### src/hw/timecode_pkg.sv
// Purpose: Shared constants and carriers for the drop-frame time code counter.
// Assumes: One 50 MHz clock; frame ticks arrive from the same clock domain.
// Notes:   Time code fields are held as plain binary counts.
package timecode_pkg;

    // Field limits of the time code.
    localparam logic [5:0] FRAME_LAST_30  = 6'h1D;
    localparam logic [5:0] FRAME_LAST_60  = 6'h3B;
    localparam logic [5:0] SEC_LAST       = 6'h3B;
    localparam logic [5:0] MIN_LAST       = 6'h3B;
    localparam logic [4:0] HOUR_LAST      = 5'h17;
    localparam logic [5:0] MIN_DECADE     = 6'h0A;

    // Counts dropped at each non-decade minute, per frame rate.
    localparam logic [5:0] DROP_30        = 6'h02;
    localparam logic [5:0] DROP_60        = 6'h04;

    // Drift accounting: one unit is a thousandth of a frame at the 30 rate.
    // Each true hour leaves 0.108 frames uncounted, about 2.6 frames a day.
    localparam logic [15:0] DRIFT_PER_HOUR = 16'h006C;
    localparam logic [15:0] DRIFT_ONE      = 16'h03E8;
    localparam logic [15:0] DRIFT_THREE    = 16'h0BB8;

    // Reset value of the time code.
    localparam logic [5:0] FIELD_RESET    = 6'h00;

    // Time code value carried as one word.
    typedef struct packed {
        logic [4:0] hours;
        logic [5:0] minutes;
        logic [5:0] seconds;
        logic [5:0] frames;
    } timecode_s;

    // Scheduled jam sync setup supplied by configuration software.
    typedef struct packed {
        logic       enable;
        logic [4:0] hours;
        logic [5:0] minutes;
    } jam_cfg_s;

endpackage : timecode_pkg

### src/hw/drop_frame_counter.sv
// Purpose: Drop-frame time code counter with daily and manual jam sync.
// Assumes: frame_tick is a one-cycle pulse per video frame from clk logic.
// Notes:   Configuration inputs are static levels from the same clock domain.
module drop_frame_counter (
    // Clock and reset.
    input  wire logic                     clk,
    input  wire logic                     rst_b,
    // Frame timing and rate selection.
    input  wire logic                     frame_tick,
    input  wire logic                     rate_60,
    input  wire logic                     drop_frame,
    // Jam sync control.
    input  wire timecode_pkg::jam_cfg_s   jam_cfg,
    input  wire logic                     sync_now,
    // Time code and jam report outputs.
    output timecode_pkg::timecode_s       timecode,
    output logic                          jam_done,
    output logic [2:0]                    jam_skipped
);
    import timecode_pkg::*;

    // Overview of the data path.
    // The time code word is one register that advances on each frame tick.
    // A minute rollover reloads the frame field with a start value that holds
    // the normal drop size, or zero on a decade minute or at an integer rate.
    // A pending jam adds its extra count to that start value at the same rollover,
    // so a jam never creates a second, separate discontinuity in the count.
    // The drift accumulator keeps the uncounted fraction of frames in thousandths.
    // In drop mode it grows once per counted hour and is debited by each jam that is applied.
    // All inputs except rst_b come from logic on clk, so none of them is resynchronised here.
    // Only the reset release is synchronised, because rst_b comes from a pin.

    logic        rst_meta;
    logic        rst_sync_b;
    logic [15:0] drift;
    logic        jam_pending;
    logic        sched_armed;
    logic [5:0]  frame_last;
    logic [5:0]  drop_count;
    logic [5:0]  next_frame_start;
    logic [2:0]  next_extra;
    logic        minute_roll;
    logic        hour_roll;
    logic        sched_hit;
    logic [5:0]  next_minute;
    logic        jam_apply;
    logic [15:0] drift_cut;
    logic [15:0] drift_base;
    logic [15:0] next_drift;

    // Reset release passes through two flip-flops.
    // Assertion stays asynchronous so the counter clears even without a clock.
    // Release is retimed so that no register leaves reset on a different edge.
    always_ff @(posedge clk or negedge rst_b) begin
        if (!rst_b) begin
            rst_meta   <= 1'b0;
            rst_sync_b <= 1'b0;
        end else begin
            rst_meta   <= 1'b1;
            rst_sync_b <= rst_meta;
        end
    end

    // Rate dependent limits and drop sizes.
    // The minute and hour rollover flags are decoded from the current word,
    // so they are only acted on when a frame tick is present.
    always_comb begin
        frame_last  = rate_60 ? FRAME_LAST_60 : FRAME_LAST_30;
        drop_count  = rate_60 ? DROP_60 : DROP_30;
        minute_roll = (timecode.frames == frame_last) && (timecode.seconds == SEC_LAST);
        hour_roll   = minute_roll && (timecode.minutes == MIN_LAST);
        next_minute = hour_roll ? FIELD_RESET : timecode.minutes + 6'h01;
    end

    // Extra skip: drift rounded to nearest even count, never zero and never above four.
    // An odd skip would shift the frame field out of step with the two-count
    // drop pattern, so only two or four counts are ever removed.
    // Three frames is the midpoint between the two choices.
    always_comb begin
        if (drift >= DRIFT_THREE) begin
            next_extra = 3'h4;
        end else begin
            next_extra = 3'h2;
        end
    end

    // Frame field start value for the coming second.
    // The decade test looks at the minute being entered, not the one being left.
    // The largest start value is the 60 rate drop plus four, well inside the field.
    always_comb begin
        next_frame_start = FIELD_RESET;
        if (minute_roll && drop_frame && (next_minute % MIN_DECADE != 6'h00)) begin
            next_frame_start = drop_count;
        end else if (minute_roll) begin
            next_frame_start = FIELD_RESET;
        end
        if (jam_pending && minute_roll) begin
            next_frame_start = next_frame_start + {3'h0, next_extra};
        end
    end

    // Daily match on the scheduled local hour and minute.
    // The match stays high for the whole scheduled minute, and the arm flag
    // below turns that level into a single request per day.
    assign sched_hit = jam_cfg.enable && (timecode.hours == jam_cfg.hours)
                       && (timecode.minutes == jam_cfg.minutes);

    // A jam is applied on the tick that rolls the minute while one is pending.
    always_comb begin
        jam_apply = frame_tick && jam_pending && minute_roll;
    end

    // Time code counter advanced on each frame tick.
    // Fields are binary counts; a display stage is expected to convert them.
    // Between ticks the word holds still, so readers may sample it at any cycle.
    always_ff @(posedge clk or negedge rst_sync_b) begin
        if (!rst_sync_b) begin
            timecode <= '0;
        end else if (frame_tick) begin
            if (timecode.frames == frame_last) begin
                timecode.frames <= (timecode.seconds == SEC_LAST) ? next_frame_start : FIELD_RESET;
                if (timecode.seconds == SEC_LAST) begin
                    timecode.seconds <= FIELD_RESET;
                    timecode.minutes <= next_minute;
                    if (hour_roll) begin
                        timecode.hours <= (timecode.hours == HOUR_LAST) ? 5'h00 : timecode.hours + 5'h01;
                    end
                end else begin
                    timecode.seconds <= timecode.seconds + 6'h01;
                end
            end else begin
                timecode.frames <= timecode.frames + 6'h01;
            end
        end
    end

    // Jam request: scheduled once per day, or at once on request.
    // A sync_now request that arrives on the rollover tick itself is kept for the next
    // minute, so no request is lost between setting and clearing.
    // Several manual requests before one rollover merge into a single jam.
    always_ff @(posedge clk or negedge rst_sync_b) begin
        if (!rst_sync_b) begin
            jam_pending <= 1'b0;
            sched_armed <= 1'b1;
        end else begin
            if (sync_now) begin
                jam_pending <= 1'b1;
            end else if (frame_tick && minute_roll) begin
                jam_pending <= 1'b0;
            end
            if (sched_hit && sched_armed && !(frame_tick && minute_roll)) begin
                jam_pending <= 1'b1;
                sched_armed <= 1'b0;
            end else if (!sched_hit) begin
                sched_armed <= 1'b1;
            end
        end
    end

    // Drift bookkeeping for the coming tick.
    // The hour credit is added before the jam debit, so a jam that lands on an
    // hour rollover does not lose that hour's share of drift.
    // The debit is floored at zero: skipping more than the drift never owes frames.
    always_comb begin
        drift_cut  = {13'h0, next_extra} * DRIFT_ONE;
        drift_base = drift;
        if (hour_roll) begin
            drift_base = drift + DRIFT_PER_HOUR;
        end
        next_drift = drift_base;
        if (jam_apply) begin
            next_drift = (drift_base > drift_cut) ? drift_base - drift_cut : 16'h0000;
        end
    end

    // Drift accumulator: grows each counted hour, shrinks by each jam.
    // Integer rates carry no drift, so the accumulator only moves in drop mode.
    always_ff @(posedge clk or negedge rst_sync_b) begin
        if (!rst_sync_b) begin
            drift <= 16'h0000;
        end else if (frame_tick && drop_frame) begin
            drift <= next_drift;
        end
    end

    // Completion report: one-cycle pulse and the extra count skipped.
    always_ff @(posedge clk or negedge rst_sync_b) begin
        if (!rst_sync_b) begin
            jam_done    <= 1'b0;
            jam_skipped <= 3'h0;
        end else begin
            jam_done <= jam_apply;
            if (jam_apply) begin
                jam_skipped <= next_extra;
            end
        end
    end

    // Limitations for users of this block.
    // The jam is applied at the minute rollover that follows the request, so a
    // scheduled jam lands one minute after the configured time.
    // With the daily jam disabled in drop mode the drift keeps growing and the
    // extra skip of a later manual jam is capped at four counts.
    // The counter wraps at the end of the day and carries no date.

endmodule : drop_frame_counter

### config.mk
export PLATFORM = sky130hd
export DESIGN_NAME = drop_frame_counter
export DESIGN_NICKNAME = d
export VERILOG_FILES = /design/src/hw/timecode_pkg.sv /design/src/hw/drop_frame_counter.sv
export SDC_FILE = /design/constraint.sdc
export NUM_CORES = 1
export LEC_CHECK = 0
export ABC_AREA = 0
export CAP_MARGIN = 10
export CORE_MARGIN = 1
export CORE_UTILIZATION = 60
export CTS_CLUSTER_SIZE = 40
export DETAILED_ROUTE_END_ITERATION = 12
export DONT_BUFFER_PORTS = 1
export PLACE_DENSITY_LB_ADDON = 0.1
export SETUP_SLACK_MARGIN = 0.02
export SLEW_MARGIN = 20
export SYNTH_ARGS = -nofsm -noshare
export SYNTH_HDL_FRONTEND = slang
export SYNTH_SLANG_ARGS = --single-unit
### constraint.sdc
create_clock -name clk -period 1.9 [get_ports clk]
set_input_delay 0.095 -clock clk [delete_from_list [all_inputs] [get_ports clk]]
set_output_delay 0.095 -clock clk [all_outputs]
set_load 0.01 [all_outputs]
==> impl_metrics.ini, run 1 <==
[clock_tree]
numCtsBuffers = 5
clock_latency_ps = 340
cts_tree = yes
cts_max_path_buffers = 2
clk_pin_slew_ps = 100
cts_root_buf = clkbuf_8
cts.sinks = 44
htreeDepth = 2

[yosys]
async_reset_ff_frac = 1.000
syn_inst = 466
synth_top_area_frac = 0.2880
syn-cell-area_sq_mm = 0.003736
synth-edff-count = 0
synth-seq-cells = 44
ys.flop_type = dfrtp_1
syn-mean-instance-area_sq_um = 8.017
yosysWarnings = 0
netlist_top_cells_area = dfrtp_1 (29%), xnor2_1 (6.6%), nand2_1 (5.8%)
ys_types = 69
yosysTopAreaCell = dfrtp_1
yosysSeqAreaShare = 0.2950
synth_nets = 499

[timing]
setup_ws_ps = -2014
fmax_ghz = 0.2555
setup-tns-final_ps = -46480
tightest_slew_ps = 798.4
slew_headroom = 0.4628
fin_skew_ps = 14.25
layout_min_cycle_time_ps = 3914
drv_slew = 0
finalHoldViolations = 0
timing.final.crit_share = 2.060
rsz0062_at_grt = true
setup_violations = 41

[floorplanning]
io_pins = 45
die_height_microns = 80.91
fp.dieW_microns = 80.91
rows = 28
initial_utilization = 0.6273
dieArea_sq_mm = 0.006546
core_sq_mm = 0.005956

[pwr]
power_frac_clock = 0.307
p_per_area_mw_per_mm2 = 476.7
ir_worst_vdd_mv = 0.7376
swShare = 0.3570
combPwrFrac = 0.300
fin_total_pwr_mw = 2.713
intPower_mw = 1.745
seqPwrFrac = 0.393
power.switching_mw = 0.9685
leakage_nw = 2.435

[place]
hpwl_microns = 8418
placed_cells = 636
port_buffers = 0
gp_congestion = 0.9321

[setup_path]
cp-end-kind = flip-flop
cp_max_fo = 6
worstPathRequired_ps = 2110
crit_type = reg2reg
start_kind = flip-flop
cp.arrival_ps = 4120

[final_layout]
area_delta_synth_final_pct = 52.34
final_layout_size_suffix_gt1_frac = 0.4507
n_antenna_cell = 0
final_net_count = 640
fin_cells = 683

[route]
met3_length_microns = 3371
wl_microns = 20690
drc_errors = 4
wire_per_inst_microns = 30.29
wl_met2_microns = 8340
first_iter_violations = 1297
ant_nets = 0
wl_met1_microns = 6592
top_layer = met4
vias = 5524
routed_via_density = 8.088
dr.pass1.iters = 13

[job]
maxCapViolCount = 0

[global_routing]
grt_pass1_wl_microns = 21050
antenna_found_initial = 0
grt_pass1_vias = 4385
grt_max_degree = 43
grt_use_total = 0.4269
overflow = 0

[outcome]
violations = DRC, setup timing
status = finished, violations left

[min_path]
hold_path.class = in2async
## power by group through the flow
stage          clock (mW)  sequential (mW)  combinational, mW
2_1_floorplan           0             1.15              0.228
3_3_place_gp            0             1.06              0.537
3_5_place_dp            0             1.06              0.566
4_1_cts             0.771             1.04              0.613
5_1_grt             0.844             1.06              0.838
6_report            0.832             1.07              0.815
## registers in the layout (all words and copies together), names as in the netlist
| name | count |
|---|---|
| jam_skipped | 2 |
| rst_sync_b | 1 |
| jam_pending | 1 |
| rst_meta | 1 |
| jam_done | 1 |
| sched_armed | 1 |
| drift | 14 |
| timecode | 23 |
## metrics by stage
step	instance area, sq um	util	worst slack (ps)	hold slack (ps)
final	5692	0.9557	-2014	2.197
after global routing	5692	0.9557	-2302	-5.992
after CTS	5085	0.8538	-1452	3.458
after detailed placement	4673	0.7847	-1606	-200.6
after global placement	4673	0.7847	-1489	-200.5
after floorplan	3811	-	-1559	-200.6
## kinds of logic (layout without fill, tap and decap cells)
kind of cell	Yosys count	in the layout	synth area share
muxes	5	5	0.01440
AOI/OAI and AO/OA	115	115	0.2046
adders and majority gates	15	15	0.05224
DFF	44	44	0.2950
xor gates and xnor gates	37	37	0.08674
other	2	2	0.002010
and+or+nand+nor	203	203	0.2924
buffers and inverters	45	187	0.05258
## routing by layer
metal / GRT usage / vias up
met5: 0 / -
met4: 0.2482 / 0
met3: 0.09101 / 340
met2: 0.7000 / 781
met1: 0.5156 / 2447
li1: - / 1956
## area by class of cell
cell class	instances	area (sq um)
Multi-Input combinational cell	377	2963
Clock inverter	3	46.29
Fill cell	137	264.0
Sequential cell	44	1105
Clock buffer	5	68.82
Timing Repair Buffer	165	1358
Tap cell	75	93.84
Inverter	14	57.56
## final timing paths
kind / startpoint / to / slack, ps / cells past startpoint
max in group asynchronous: rst_sync_b / drift[3] / 1090 / 1
setup / recovery: timecode[12] / timecode[2] / -2010 / 16
setup reg to reg: timecode[12] / timecode[2] / -2010 / 16
hold reg to reg: rst_sync_b / timecode[4] / 360 / 1
hold / removal: rst_b / rst_meta / 2 / 1
min in group clk: rate_60 / timecode[1] / 20 / 2
## timing repair
item                                    CTS  global route
endpoints found under the setup margin   37            40
gates resized for setup                  48           110
endpoints found under the hold margin     9             1
hold buffers                              4             1
gates cloned                              1             0
buffers inserted                          8            28
pin swaps                                17            47
## cell usage in the layout, fill, tap and decap left out, types with 10 or more instances in the layout
cell      instances
a21oi_1          12
buf_4           132
buf_6            25
dfrtp_1          41
inv_1            12
nand2_1          43
nand2b_1         14
nand3_1          19
nand4_1          17
nor2_1           21
o21ai_1          22
o21ai_2          10
xnor2_1          26
## critical path: stages, from the launching register on
cell      delay (ps)
dfrtp_1          450
ha_4             210
buf_4            170
xnor2_1          290
buf_4            190
nand2_1           70
xnor2_1          130
o21ai_0          370
a21boi_0         290
o221ai_2         290
nand3_1          160
buf_4            160
buf_4            150
nor2_4            80
fa_2             450
a41oi_2          240
o21ai_2          100
## synthesized netlist by cell type (all sizes together) (9+ instances only)
cell    number
a21oi       18
buf         12
clkbuf      19
dfrtp       43
ha          14
inv         14
nand2       58
nand2b      14
nand3       23
nand4       17
nor2        29
o21ai       40
xnor2       28
xor2         9
Note: power is estimated with default switching activity, not from simulation.
==> run 2: changes to the inputs <==
Settings changed: SETUP_SLACK_MARGIN 0.02 to 0.4.
==> run 2 against run 1 <==
Against the previous run: synthesized area is the same; synthesized cell count is the same; the run now fails in global routing (5_1_grt).
==> impl_metrics.ini, run 2 <==
[floorplanning]
rows = 28
fp.dieW_microns = 80.91
die_height_microns = 80.91
initial_utilization = 0.6273
io_pins = 45

[clock_tree]
numCtsBuffers = 5
cts_root_buf = clkbuf_8
cts.sinks = 44
cts_max_path_buffers = 2
htreeDepth = 2

[place]
hpwl_microns = 8523
gp_congestion = 0.9696
placed_cells = 639
port_buffers = 0
post-place-ws_ps = -1555

[yosys]
yosysMostFrequentCell = nand2_1
synth_top_area_frac = 0.2880
syn-cell-area_sq_mm = 0.003736
ys_types = 69
synth_nets = 499
async_reset_ff_frac = 1.000
yosysWarnings = 0
yosysSeqAreaShare = 0.2950
synth-seq-cells = 44
ys.flop_type = dfrtp_1
syn-mean-instance-area_sq_um = 8.017
synth_common_cells = nand2_1 (58), dfrtp_1 (43), o21ai_0 (37)
netlist_top_cells_area = dfrtp_1 (29%), xnor2_1 (6.6%), nand2_1 (5.8%)
yosysTopAreaCell = dfrtp_1
synth-edff-count = 0
syn_inst = 466

[global_routing]
grt_use_total = 1.024
grt_max_degree = 43
overflow = 661

[outcome]
status = stopped before the end
stop_error = [ERROR GRT-0232] Routing congestion too high. Check the congestion heatmap in the GUI.
lastStage = global routing (5_1_grt)

[timing]
endpoint_type = register input
postGrtWorstEndpoint = drift[14]$_DFFE_PN0P_/D
[run 2: cell counts after synthesis]
No cell type changed its count.
[run 2: metrics by stage]
stage / instance area [sq um] / hold slack (ps)
global placement: 4698 / -200.5
floorplan: 3814 / -200.6
detailed placement: 4698 / -200.5
CTS: 5381 / 1.132
[run 2: what timing repair did]
action	4_1_cts
pin swaps	40
endpoints found under the setup margin	41
hold endpoints to repair	10
cloned	0
hold buffers	3
buffers inserted	23
gates resized for setup	104
[run 2: metal layers]
layer | overflow | GRT usage
met1 | 1 | 0.8616
met2 | 451 | 1.361
met3 | 2 | 0.7337
met4 | 207 | 1.321
met5 | 0 | 0.3667
[run 2: cell families after synthesis]
family          synth area share
other cells             0.002010
flops                     0.2950
xor+xnor                 0.08674
simple gates              0.2924
mux                      0.01440
fa+ha+maj                0.05224
buf+inv                  0.05258
compound gates            0.2046
==> run 3: changes to the inputs <==
Settings changed: CORE_UTILIZATION 60 to 40, CTS_CLUSTER_SIZE 40 to unset, PLACE_DENSITY_LB_ADDON 0.1 to 0.15, SETUP_SLACK_MARGIN 0.4 to unset.
==> run 3 against run 2 <==
Against the previous run: the flow now finishes, with violations (setup timing).
==> impl_metrics.ini, run 3 (synthesis gave the netlist of run 1 again) <==
[outcome]
status = finished, violations left
violations = setup timing

[job]
maxCapViolCount = 0

[place]
hpwl_microns = 8514
port_buffers = 0
placed_area_sq_mm = 0.004762
gp_congestion = 0.8866
placed_cells = 674

[floorplanning]
io_pins = 45
dieArea_sq_mm = 0.009731
die_height_microns = 98.65
rows = 34
core_sq_mm = 0.008891
fp.dieW_microns = 98.65
initial_utilization = 0.4202

[timing]
setup-tns-final_ps = -26700
fin_skew_ps = 10.10
drv_slew = 0
setup_ws_ps = -1441
layout_min_cycle_time_ps = 3341
rsz0062_at_grt = true
fmax_ghz = 0.2993
setup_violations = 37
timing.final.crit_share = 1.758
finalHoldViolations = 0

[pwr]
p_per_area_mw_per_mm2 = 471.5
leakage_nw = 2.265
ir_worst_vdd_mv = 0.5385

[clock_tree]
numCtsBuffers = 5
htreeDepth = 2
cts_tree = yes
cts_max_path_buffers = 2
clock_latency_ps = 310
clk_pin_slew_ps = 100
cts_root_buf = clkbuf_8
cts.sinks = 44

[setup_path]
reg2reg_depth = 14
cp.arrival_ps = 3570
cp-end-kind = flip-flop
worstPathCellList = or4b_4, a21bo_4, nor2_8, nand2_2, xnor2_2, ha_4, o21a_1, o21ai_1, nand2b_1, and4_4, o32ai_4, or2_4, or3_1, o21ai_1
r2r_end = drift[12]
crit_slowest_cell = or4b_4
worst-path-buf-inv = 0
cp_slowest_stage_delay_ps = 560
crit_type = reg2reg
ff2ff_setup_slack_ps = -1440
cpLargestDelayFamily = simple AND/OR/NAND/NOR gates
worstPathRequired_ps = 2130
reg2reg_from = timecode[1]
start_kind = flip-flop
timing.critical_path.mode_cell = o21ai_1
cp_max_fo = 6

[route]
wire_per_inst_microns = 16.12
wl_microns = 11280
dr.pass1.iters = 4
ant_nets = 0
first_iter_violations = 167
routed_via_density = 5.623
vias = 3936
drc_errors = 0

[final_layout]
layout.cells.most_common_list = buf_4 (137), nand2_1 (53), dfrtp_1 (41), xnor2_1 (27), nor2_1 (25)
final_common_cell = buf_4
final_layout_size_suffix_gt1_frac = 0.3682
area_delta_synth_final_pct = 42.26
final_net_count = 624
register_area_sq_mm = 0.001105
nFillCells = 778
fin_cells = 700
largest_reg_flops = 23
largest_register = timecode
multi_input_area_sq_mm = 0.002715
reg_top3 = timecode: 23 flops, drift: 14 flops, jam_skipped: 2 flops
utilization = 0.5978
n_antenna_cell = 0
final_cell_area_sq_mm = 0.005315

[global_routing]
antenna_found_initial = 0
grt_pass1_wl_microns = 18510
grt_pass1_vias = 3863
overflow = 0
grt_use_total = 0.2368
grt_max_degree = 25

[min_path]
hold_path.class = in2async
==> run 3: layer usage <==
| metal | vias to the layer above | track usage | wire (microns) |
|---|---|---|---|
| li1 | 1924 | - | - |
| met1 | 1896 | 0.3077 | 5047 |
| met2 | 100 | 0.4128 | 5567 |
| met3 | 16 | 0.03050 | 485 |
| met4 | 0 | 0.06889 | 183 |
| met5 | - | 0 | 0 |
==> run 3: how the worst max path moves through the flow <==
stage / start / endpoint / cells after the start / slack (ps)
after global placement: timecode[13] / timecode[3] / 17 / -1510
after floorplan: timecode[1] / drift[12] / 16 / -1560
after detailed placement: timecode[13] / timecode[3] / 17 / -1530
final: timecode[1] / drift[12] / 14 / -1440
after global routing: drift[2] / drift[14] / 16 / -1590
after CTS: timecode[1] / drift[12] / 14 / -1420
==> run 3: what timing repair did <==
action	CTS	global route
setup buffers	8	7
hold buffers	4	0
gates cloned	0	0
gates resized for setup	37	35
setup endpoints to repair	37	39
pin swaps	17	16
endpoints found under the hold margin	9	0
==> run 3: where the power goes <==
group          internal [mW]  switching (mW)
clock network          0.526           0.359
logic                  0.258           0.309
registers               1.01          0.0466
total                   1.79           0.715
==> run 3: final cells by class <==
type	count	share of cell area
multi-input combinational	377	0.5108
inverter	14	0.009887
clock inverter	2	0.01130
tap	108	0.02542
timing repair buffer	149	0.2210
clock buffer	6	0.01365
sequential	44	0.2079
==> run 3: per-stage QoR <==
step | setup WS (ps) | hold slack, ps | total power [mW]
3_3_place_gp | -1511 | -200.5 | 1.571
6_report | -1441 | 2.450 | 2.506
5_1_grt | -1592 | 4.361 | 2.612
2_1_floorplan | -1559 | -200.6 | 1.374
3_5_place_dp | -1528 | -200.5 | 1.583
4_1_cts | -1421 | 0.4722 | 2.505
==> run 4: changes to the inputs <==
Settings changed: CTS_BUF_LIST set to sky130_fd_sc_hd__clkbuf_4 sky130_fd_sc_hd__clkbuf_8.
==> run 4 against run 3 <==
Against the previous run: the flow finishes with violations (hold timing, setup timing); first-iteration DRC count up 10%; global-route usage unchanged; sequential share of layout area shrank 0.088 points; die area unchanged; routed wire length is 0.90% higher; maximum frequency about the same; flip-flop and latch count is the same; largest cell class unchanged; highest routed layer unchanged.
==> impl_metrics.ini, run 4 (synthesis gave the netlist of run 1 again) <==
[final_layout]
area_delta_synth_final_pct = 42.87
fin_cells = 701
reg_top3 = timecode: 23 flops, drift: 14 flops, jam_skipped: 2 flops
final_layout_size_suffix_gt1_frac = 0.3761
layout.cells.most_common_list = buf_4 (139), nand2_1 (53), dfrtp_1 (41), xnor2_1 (27), nor2_1 (25)
largest_register = timecode
final_common_cell = buf_4
n_antenna_cell = 0
nFillCells = 771
largest_reg_flops = 23
final_net_count = 625
final_cell_area_sq_mm = 0.005338
register_area_sq_mm = 0.001105
multi_input_area_sq_mm = 0.002730

[job]
maxCapViolCount = 0

[floorplanning]
rows = 34
die_height_microns = 98.65
core_sq_mm = 0.008891
fp.dieW_microns = 98.65
initial_utilization = 0.4202
io_pins = 45
dieArea_sq_mm = 0.009731

[setup_path]
crit_type = reg2reg
worstPathRequired_ps = 2130
cp.arrival_ps = 3570
cp_max_fo = 6
start_kind = flip-flop
cp-end-kind = flip-flop

[clock_tree]
cts_root_buf = clkbuf_8
cts.sinks = 44
clk_pin_slew_ps = 100
cts_tree = yes
cts_max_path_buffers = 2
htreeDepth = 2
numCtsBuffers = 5
clock_latency_ps = 310

[global_routing]
overflow = 0
grt_use_total = 0.2368
grt_pass1_vias = 3874
grt_pass1_wl_microns = 18530
grt_max_degree = 25
antenna_found_initial = 0

[timing]
hold_ws_ps = -0.7216
finalHoldViolations = 2
fin_skew_ps = 10.77
setup_violations = 37
setup-tns-final_ps = -26720
setup_ws_ps = -1443
timing.final.crit_share = 1.760
fmax_ghz = 0.2991
layout_min_cycle_time_ps = 3343
rsz0062_at_grt = true
drv_slew = 0

[route]
wl_met2_microns = 5625
ant_nets = 0
routed_via_density = 5.609
vias = 3932
top_layer = met4
dr.pass1.iters = 5
wire_per_inst_microns = 16.24
drc_errors = 0
wl_microns = 11390
met3_length_microns = 439
wl_met1_microns = 5136
first_iter_violations = 184

[pwr]
leakage_nw = 2.280
ir_worst_vdd_mv = 0.5406
p_per_area_mw_per_mm2 = 472.3

[min_path]
hold_path.class = in2async

[place]
hpwl_microns = 8514
placed_area_sq_mm = 0.004762
placed_cells = 674
port_buffers = 0
gp_congestion = 0.8866

[outcome]
status = finished, violations left
violations = hold timing, setup timing
==> run 4: repair_timing <==
| action | in CTS | in global routing |
|---|---|---|
| gates resized for setup | 37 | 36 |
| pin swaps | 17 | 15 |
| setup buffers | 8 | 8 |
| setup endpoints to repair | 37 | 39 |
| endpoints found under the hold margin | 9 | 0 |
| hold buffers | 4 | 0 |
==> run 4: layer usage <==
layer / up-vias / track usage
met1: 1895 / 0.3077
li1: 1928 / -
met2: 92 / 0.4128
met5: - / 0
met3: 17 / 0.03050
met4: 0 / 0.06889
==> run 4: final cells by class <==
cell class                 count  share of cell area
clock buffer                   6             0.01430
clock inverter                 2             0.01125
inverter                      14            0.009845
multi-input combinational    377              0.5115
sequential                    44              0.2070
tap                          108             0.02532
timing repair buffer         150              0.2208
==> run 4: metrics by stage <==
step / worst slack (ps) / util / power (mW)
finish: -1443 / 0.6003 / 2.521
global route: -1592 / 0.6003 / 2.626
detailed placement: -1528 / 0.5356 / 1.583
CTS: -1421 / 0.5778 / 2.520
global placement: -1511 / 0.5356 / 1.571
floorplan: -1559 / - / 1.374
==> run 4: power by group <==
part | switching [mW] | total (mW) | internal, mW
logic | 0.308 | 0.565 | 0.257
registers | 0.0467 | 1.05 | 1.01
clock network | 0.362 | 0.903 | 0.541
total | 0.717 | 2.52 | 1.80
==> run 4: critical path, stage by stage (launching register included) <==
cell      delay [ps]
dfrtp_2          420
or4b_4           560
a21bo_4          260
nor2_8           110
nand2_2           70
xnor2_2          180
ha_4             290
o21a_1           140
o21ai_1           80
nand2b_1         120
and4_4           260
o32ai_4          100
or2_4            270
or3_1            310
o21ai_1           90
==> run 4: path summary, 6_finish.rpt <==
kind                              from          end  slack, ps  depth (start not counted)
max reg2reg                timecode[1]    drift[12]      -1440                         14
min                              rst_b     rst_meta       -0.7                          1
max in group asynchronous   rst_sync_b  sched_armed       1070                          1
min reg2reg                 rst_sync_b  timecode[2]        240                          0
min in group clk               rate_60  timecode[2]         20                          3
max                        timecode[1]    drift[12]      -1440                         14
